<file path="src/verilog/eepslv_pkg.sv">
// Shared constants and types for the two-wire memory slave
package eepslv_pkg;

   // Array organisation
   localparam int MEM_DEPTH = 256;
   localparam int PAGE_BYTES = 16;
   localparam int PAGE_IDX_W = 4;

   // Fixed upper nibble of the device-select byte; arbitrary value
   localparam logic [3:0] DEV_ID = 4'h6;

   // Self-timed programming cycle, longest time 5 ms at 40 MHz
   localparam int CLK_HZ = 40000000;
   localparam int PROG_T_MS = 5;
   localparam int PROG_CYC = (CLK_HZ / 1000) * PROG_T_MS;
   localparam int BUSY_W = 20;

   // Bit counts of a byte on the link
   localparam logic [3:0] BIT_LAST = 4'h7;
   localparam logic [3:0] BIT_FULL = 4'h8;

   // Wishbone register byte offsets
   localparam logic [7:0] CTRL_OFS = 8'h00;
   localparam logic [7:0] STAT_OFS = 8'h04;

   // Field positions
   localparam int CTRL_WP_BIT = 0;
   localparam int STAT_BUSY_BIT = 0;
   localparam int STAT_STBY_BIT = 1;
   localparam int STAT_WP_BIT = 2;
   localparam int STAT_PTR_LSB = 8;

   // Link protocol states
   typedef enum logic [3:0] {
      ST_IDLE,
      ST_DEVSEL,
      ST_ACK_DEV,
      ST_ADDR,
      ST_ACK_ADDR,
      ST_WDATA,
      ST_ACK_WDATA,
      ST_RDATA,
      ST_RACK,
      ST_IGNORE
   } eepslv_state_t;

endpackage : eepslv_pkg

</file>
<file path="src/verilog/eepslv_top.sv">
// Function
// Array holds 256 bytes, programmed in pages of 16 consecutive bytes.
// Partial page transfers program only the bytes actually received.
// Programming runs self-timed and completes within 5 ms.
// Master keeps serial clock at or below 400 kHz or 1 MHz.
// During power-on reset all bus traffic is ignored.
// Reset release clears the state machine into standby, no programming.
// Stop returns to standby, or after a running programming cycle ends.
// Data line is only pulled low, otherwise released.
// Three straps set address bits; respond only to own address.
// Unconnected strap inputs count as logic zero.
// Write protect high blocks all array programming, read-only.
// Write protect low or open allows normal programming.
// Transfer carries device-select, then location address, then data.
// Data sampled and shifted only with master serial clock edges.
// Device-select LSB one means read, zero means write.
// Page writes advance only low four pointer bits, wrapping in page.
// No acknowledge or response while programming is in progress.
// Master polls with write device-select until acknowledged.
// Under protection, write bytes are acknowledged but nothing is programmed.
// Eight-bit location pointer loaded by write transfer address byte.
//
// Chosen here: register access over Wishbone and the placing of the registers.
`timescale 1ns/100ps
module eepslv_top
   import eepslv_pkg::*;
#(
   parameter int PROG_CYCLES = PROG_CYC // Programming cycle length in clocks
)
(
   input wire logic core_clk, // System clock, 40 MHz
   input wire logic rst, // Synchronous reset, acts as power-on reset
   input wire logic scl_in, // Serial clock pin from master
   input wire logic sda_in, // Serial data pin level
   output logic sda_out, // Serial data drive value, always low
   output logic sda_oe, // Serial data pull-low enable
   input wire logic strap_addr_bit0, // Address strap bit 0
   input wire logic strap_addr_bit1, // Address strap bit 1
   input wire logic strap_addr_bit2, // Address strap bit 2
   input wire logic wp_in, // Write protect pin
   input wire logic wb_cyc_i, // Wishbone cycle
   input wire logic wb_stb_i, // Wishbone strobe
   input wire logic wb_we_i, // Wishbone write enable
   input wire logic [7:0] wb_adr_i, // Wishbone byte address
   input wire logic [3:0] wb_sel_i, // Wishbone byte selects
   input wire logic [31:0] wb_dat_i, // Wishbone write data
   output logic [31:0] wb_dat_o, // Wishbone read data
   output logic wb_ack_o // Wishbone acknowledge
);

   typedef struct packed {
      logic [2:0] scl_sy;
      logic [2:0] sda_sy;
      logic [1:0] wp_sy;
      logic [2:0] strap_s1;
      logic [2:0] strap_s2;
      eepslv_state_t st;
      logic [7:0] shreg;
      logic [3:0] cnt;
      logic [7:0] ptr;
      logic [3:0] page;
      logic [PAGE_BYTES-1:0] mask;
      logic more;
      logic [BUSY_W-1:0] busy;
      logic soft_wp;
      logic wb_ack;
      logic [31:0] wb_dat;
      logic sda_drv;
   } eepslv_regs_t;

   eepslv_regs_t r_ff;
   eepslv_regs_t nxt_r;

   logic [7:0] mem [0:MEM_DEPTH-1];
   logic [7:0] pbuf [0:PAGE_BYTES-1];
   logic buf_we;
   logic [PAGE_IDX_W-1:0] buf_idx;
   logic prog_done;
   logic scl_rise;
   logic scl_fall;
   logic start_det;
   logic stop_det;
   logic wp_eff;
   logic addr_hit;
   logic [7:0] rd_byte;
   logic wb_req;

   // Edges from the second and third synchroniser stages only
   assign scl_rise = r_ff.scl_sy[1] & ~r_ff.scl_sy[2];
   assign scl_fall = ~r_ff.scl_sy[1] & r_ff.scl_sy[2];
   assign start_det = r_ff.scl_sy[1] & r_ff.scl_sy[2] & ~r_ff.sda_sy[1] & r_ff.sda_sy[2];
   assign stop_det = r_ff.scl_sy[1] & r_ff.scl_sy[2] & r_ff.sda_sy[1] & ~r_ff.sda_sy[2];
   assign wp_eff = r_ff.wp_sy[1] | r_ff.soft_wp;
   assign addr_hit = (r_ff.shreg[7:4] == DEV_ID) && (r_ff.shreg[3:1] == r_ff.strap_s2);
   assign prog_done = (r_ff.busy == BUSY_W'(1));
   assign rd_byte = mem[r_ff.ptr];
   assign wb_req = wb_cyc_i & wb_stb_i & ~r_ff.wb_ack;

   // Next-state logic for link, programming timer and register bus
   always_comb
   begin
      nxt_r = r_ff;
      buf_we = 1'b0;
      buf_idx = r_ff.ptr[PAGE_IDX_W-1:0];
      nxt_r.scl_sy = {r_ff.scl_sy[1:0], scl_in};
      nxt_r.sda_sy = {r_ff.sda_sy[1:0], sda_in};
      nxt_r.wp_sy = {r_ff.wp_sy[0], wp_in};
      nxt_r.strap_s1 = {strap_addr_bit2, strap_addr_bit1, strap_addr_bit0};
      nxt_r.strap_s2 = r_ff.strap_s1;
      // Self-timed programming countdown
      if (r_ff.busy != '0)
      begin
         nxt_r.busy = r_ff.busy - BUSY_W'(1);
      end
      if (prog_done)
      begin
         nxt_r.mask = '0;
      end
      // Link protocol; start and stop take priority over bit traffic
      if (start_det)
      begin
         nxt_r.st = ST_DEVSEL;
         nxt_r.cnt = '0;
      end
      else if (stop_det)
      begin
         nxt_r.st = ST_IDLE;
         if (r_ff.mask != '0 && r_ff.busy == '0)
         begin
            if (wp_eff)
            begin
               nxt_r.mask = '0;
            end
            else
            begin
               nxt_r.busy = BUSY_W'(PROG_CYCLES);
            end
         end
      end
      else
      begin
         case (r_ff.st)
            ST_DEVSEL, ST_ADDR, ST_WDATA:
            begin
               if (scl_rise && r_ff.cnt != BIT_FULL)
               begin
                  nxt_r.shreg = {r_ff.shreg[6:0], r_ff.sda_sy[1]};
                  nxt_r.cnt = r_ff.cnt + 4'h1;
               end
               else if (scl_fall && r_ff.cnt == BIT_FULL)
               begin
                  nxt_r.cnt = '0;
                  if (r_ff.st == ST_DEVSEL)
                  begin
                     // Silent while busy or addressed elsewhere
                     nxt_r.st = (addr_hit && r_ff.busy == '0) ? ST_ACK_DEV : ST_IGNORE;
                  end
                  else if (r_ff.st == ST_ADDR)
                  begin
                     nxt_r.st = ST_ACK_ADDR;
                     nxt_r.ptr = r_ff.shreg;
                     nxt_r.page = r_ff.shreg[7:4];
                     nxt_r.mask = '0;
                  end
                  else
                  begin
                     nxt_r.st = ST_ACK_WDATA;
                     buf_we = 1'b1;
                     nxt_r.mask[r_ff.ptr[PAGE_IDX_W-1:0]] = 1'b1;
                     nxt_r.ptr = {r_ff.ptr[7:4], r_ff.ptr[3:0] + 4'h1};
                  end
               end
            end
            ST_ACK_DEV:
            begin
               if (scl_fall)
               begin
                  if (r_ff.shreg[0])
                  begin
                     nxt_r.st = ST_RDATA;
                     nxt_r.shreg = rd_byte;
                     nxt_r.ptr = r_ff.ptr + 8'h01;
                  end
                  else
                  begin
                     nxt_r.st = ST_ADDR;
                  end
               end
            end
            ST_ACK_ADDR, ST_ACK_WDATA:
            begin
               if (scl_fall)
               begin
                  nxt_r.st = ST_WDATA;
               end
            end
            ST_RDATA:
            begin
               if (scl_fall)
               begin
                  if (r_ff.cnt == BIT_LAST)
                  begin
                     nxt_r.st = ST_RACK;
                  end
                  else
                  begin
                     nxt_r.shreg = {r_ff.shreg[6:0], 1'b1};
                     nxt_r.cnt = r_ff.cnt + 4'h1;
                  end
               end
            end
            ST_RACK:
            begin
               if (scl_rise)
               begin
                  nxt_r.more = ~r_ff.sda_sy[1];
               end
               else if (scl_fall)
               begin
                  nxt_r.cnt = '0;
                  if (r_ff.more)
                  begin
                     nxt_r.st = ST_RDATA;
                     nxt_r.shreg = rd_byte;
                     nxt_r.ptr = r_ff.ptr + 8'h01;
                  end
                  else
                  begin
                     nxt_r.st = ST_IGNORE;
                  end
               end
            end
            ST_IDLE, ST_IGNORE:
            begin
               nxt_r.st = r_ff.st;
            end
            default:
            begin
               nxt_r.st = ST_IDLE;
            end
         endcase
      end
      // Pull low for acknowledge slots and zero read bits only
      nxt_r.sda_drv = (nxt_r.st == ST_ACK_DEV) || (nxt_r.st == ST_ACK_ADDR) ||
         (nxt_r.st == ST_ACK_WDATA) || (nxt_r.st == ST_RDATA && !nxt_r.shreg[7]);
      // Wishbone slave, one wait state, unmapped reads zero
      nxt_r.wb_ack = wb_req;
      if (wb_req)
      begin
         nxt_r.wb_dat = '0;
         if (wb_adr_i == CTRL_OFS)
         begin
            nxt_r.wb_dat[CTRL_WP_BIT] = r_ff.soft_wp;
            if (wb_we_i && wb_sel_i[0])
            begin
               nxt_r.soft_wp = wb_dat_i[CTRL_WP_BIT];
            end
         end
         else if (wb_adr_i == STAT_OFS)
         begin
            nxt_r.wb_dat[STAT_BUSY_BIT] = (r_ff.busy != '0);
            nxt_r.wb_dat[STAT_STBY_BIT] = (r_ff.st == ST_IDLE) && (r_ff.busy == '0);
            nxt_r.wb_dat[STAT_WP_BIT] = wp_eff;
            nxt_r.wb_dat[STAT_PTR_LSB +: 8] = r_ff.ptr;
         end
      end
   end

   // State register; reset holds everything quiet
   always_ff @(posedge core_clk)
   begin
      if (rst)
      begin
         r_ff <= '0;
         r_ff.st <= ST_IDLE;
         // Idle bus levels, so no false edge follows reset
         r_ff.scl_sy <= '1;
         r_ff.sda_sy <= '1;
      end
      else
      begin
         r_ff <= nxt_r;
      end
   end

   // Page buffer capture and masked array commit at cycle end
   always_ff @(posedge core_clk)
   begin
      if (buf_we)
      begin
         pbuf[buf_idx] <= r_ff.shreg;
      end
      for (int i = 0; i < PAGE_BYTES; i++)
      begin
         if (prog_done && r_ff.mask[i])
         begin
            mem[{r_ff.page, PAGE_IDX_W'(i)}] <= pbuf[i];
         end
      end
   end

   assign sda_out = 1'b0;
   assign sda_oe = r_ff.sda_drv;
   assign wb_ack_o = r_ff.wb_ack;
   assign wb_dat_o = r_ff.wb_dat;
endmodule : eepslv_top

</file>
<file path="config.mk">
export PLATFORM = sky130hd
export DESIGN_NAME = eepslv_top
export DESIGN_NICKNAME = d
export VERILOG_FILES = /design/src/verilog/eepslv_pkg.sv /design/src/verilog/eepslv_top.sv
export SDC_FILE = /design/constraint.sdc
export NUM_CORES = 2
export LEC_CHECK = 0
export ABC_CLOCK_PERIOD_IN_PS = 3400
export BUFFER_PORTS_ARGS = -buffer_cell sky130_fd_sc_hd__buf_2
export CORE_UTILIZATION = 35
export DETAILED_ROUTE_END_ITERATION = 7
export PLACE_DENSITY = 0.55
export SETUP_SLACK_MARGIN = 0.1
export SLEW_MARGIN = 20
export SYNTH_ARGS = -nofsm -noshare
export SYNTH_HDL_FRONTEND = slang
export SYNTH_SLANG_ARGS = --single-unit
</file>
<file path="constraint.sdc">
create_clock -name core_clk -period 3.4 [get_ports core_clk]
set_clock_uncertainty 0.15 [all_clocks]
set_input_delay 0.17 -clock core_clk [delete_from_list [all_inputs] [get_ports core_clk]]
set_output_delay 0.17 -clock core_clk [all_outputs]
set_load 0.02 [all_outputs]
</file>
==> metrics.yaml <==
outcome: "completed"
ys.flop_type: "edfxtp_1"
cts_root_buf: "clkbuf_16"
seq_area_um2: 67200
wire_per_inst_um: 42.4
fp.dieW_um: 504
drt-pass1-iter-count: 6
yosys.area.top_type_share_pct: 74.1
die_h_um: 504
cts_buffers: 224
portBuffers: 33
synth_edf_count: 2176
slew_viol_final: 0
power_density_nw_per_um2: 544
antenna_found_initial: 68
hold_class: "flip-flop to flip-flop"
cts_tree: "yes"
ir_drop_v: 0.000470
busiest_layer: "met2"
area_delta_synth_final_pct: 22.3
power_mw: 58.6
gp_congestion: 1.03
worst_pin_slew_ps: 1320
synth_cell_types: 79
layout_min_cycle_time_ps: 3390
vias: 53600
via_per_inst: 5.96
grt-ovfl-total: 0
ios: 90
drive_above_1_share_pct: 33.9
ys_warn_count: 0
routed_wl_um: 381000
finalHoldViolCount: 0
grt_max_degree: 43
clk_pin_slew_ps: 70
mostFrequentLayoutCells: "edfxtp_1, buf_4, mux4_2"
endpoint_kind: "flip-flop"
synth_area_um2: 88100
initial_utilization_pct: 35.3
grt_pass1_vias: 49900
max_freq_mhz: 295
clock_latency_ps: 920
ant_nets: 0
die-area_um2: 254000
htree_num_levels: 4
cap_viol_max_count: 0
fillers: 21800
use_met2_pct: 44.2
final_area_um2: 108000
grtUsageMet3_pct: 8.47
post-route-drc-count: 0
tns_ps: 0
dp_hpwl_um: 268000
grt_use_met1_pct: 39.2
cp_max_fo: 6
clockBufferDepth: 3
r2r_cells: 13
num_rows: 183
netlist_instances: 4453
synth.area.top_cells: "edfxtp_1, mux4_2, dfxtp_1"
finalCritPeriodShare_pct: 99.6
setup_viol: 0
drtIter0Drc: 9599
hold_path_depth: 1
slew_headroom_pct: 11.8
final_nets: 5506
cts_num_sinks: 2269
yosys.area.top_type: "edfxtp_1"
ys_async_sr_fraction_pct: 0
crit_arrival_ps: 4020
avgSynthCellArea_um2: 19.8
core-area_um2: 250000
required_ps: 4030
p_leak_nw: 33.9
multi_input_area_um2: 19800
seq_area_frac_synth_pct: 76.3
place_area_um2: 98700
timing.hold.ws_ps: 261
grt.total_usage_pct: 29.5
yosys_register_bits: 2269
start_kind: "flip-flop"
critical_path_class: "flip-flop to flip-flop"
rsz0062_at_grt: "yes"
grt_pass1_wl_um: 492000
layout_commonest_cell: "edfxtp_1"
[cell usage after synthesis (10+ instances only)]
cell type	number
edfxtp_1	2176
mux4_2	476
nor2_1	388
nand2_1	197
mux2i_1	184
clkbuf_1	103
dfxtp_1	93
a21oi_1	82
buf_2	72
buf_4	64
o21ai_0	61
o221ai_1	43
nand3_1	42
a22oi_1	38
nor3_1	27
o22ai_1	25
buf_6	23
nor2b_1	21
a31oi_1	20
buf_1	19
a211oi_1	17
a221oi_1	17
mux2_2	17
nand4_1	16
nor4_1	14
xnor2_1	14
o211ai_1	13
inv_1	10
[through the flow]
stage	cells	setup WS [ps]	util, %
after global placement	8413	-471	39.4
final	8980	13.3	43.2
after global routing	8962	3.90	43.2
after detailed placement	8434	-426	39.6
after CTS	8944	51.9	43.0
after floorplan	4474	479	-
[registers in the layout, summed over array words and instances (netlist names)]
name,flops
sda_oe,1
wb_dat_o,11
wb_ack_o,1
mem,2048
r_ff,68
nxt_r,8
buf_idx,4
pbuf,128
[worst max-delay path, cell delays in order (launching register included)]
cell and delay, ps:
dfxtp_4 430, buf_12 160, buf_6 110, buf_12 120
mux4_2 600, mux2i_2 260, buf_4 170, o21ai_1 80
a2111oi_4 220, buf_4 170, nor3_2 50, a2111o_1 420
buf_12 160, and2_4 130
[layer usage]
metal | vias up | share of wire [%]
li1 | 20200 | -
met1 | 28500 | 38
met2 | 4079 | 44
met3 | 708 | 12
met4 | 36 | 5.9
met5 | - | 0.062
[worst paths after layout]
kind	startpoint	endpoint	slack, ps
hold / removal	nxt_r[109]$_SDFF_PP1_	nxt_r[110]$_SDFF_PP1_	260
setup reg to reg	buf_idx[0]$_SDFFE_PP0P_	r_ff[95]$_SDFF_PP0_	10
hold reg to reg	nxt_r[109]$_SDFF_PP1_	nxt_r[110]$_SDFF_PP1_	260
setup / recovery	buf_idx[0]$_SDFFE_PP0P_	r_ff[95]$_SDFF_PP0_	10
[where the power goes]
group	internal [mW]	switching, mW	leakage [nW]
combinational	1.37	1.98	10.8
sequential	30.2	0.0953	19.6
clock	14.0	11.0	3.56
[cells by family after synthesis]
family	synth area share [%]
adders and majority gates	0.128
buffers and inverters	1.87
xor gates and xnor gates	0.219
AOI/OAI and AO/OA	3.20
other	0.00426
and+or+nand+nor	3.74
muxes	14.6
DFF	76.3
[area by class of cell]
cell class	instances	area share [%]
sequential	2269	62.3
timing repair buffer	1025	8.56
clock buffer	273	5.47
antenna	20	0.0464
multi-input combinational	1907	18.3
tap	3330	3.86
clock inverter	141	1.30
inverter	15	0.0569
[what timing repair did]
action	in CTS	in global routing
cloned	2	1
resized for setup	85	64
hold buffers	35	0
endpoints found under the setup margin	9	124
setup buffers	59	12
hold endpoints to repair	46	0
pin swaps	22	29
(Power assumes the default switching activity.)
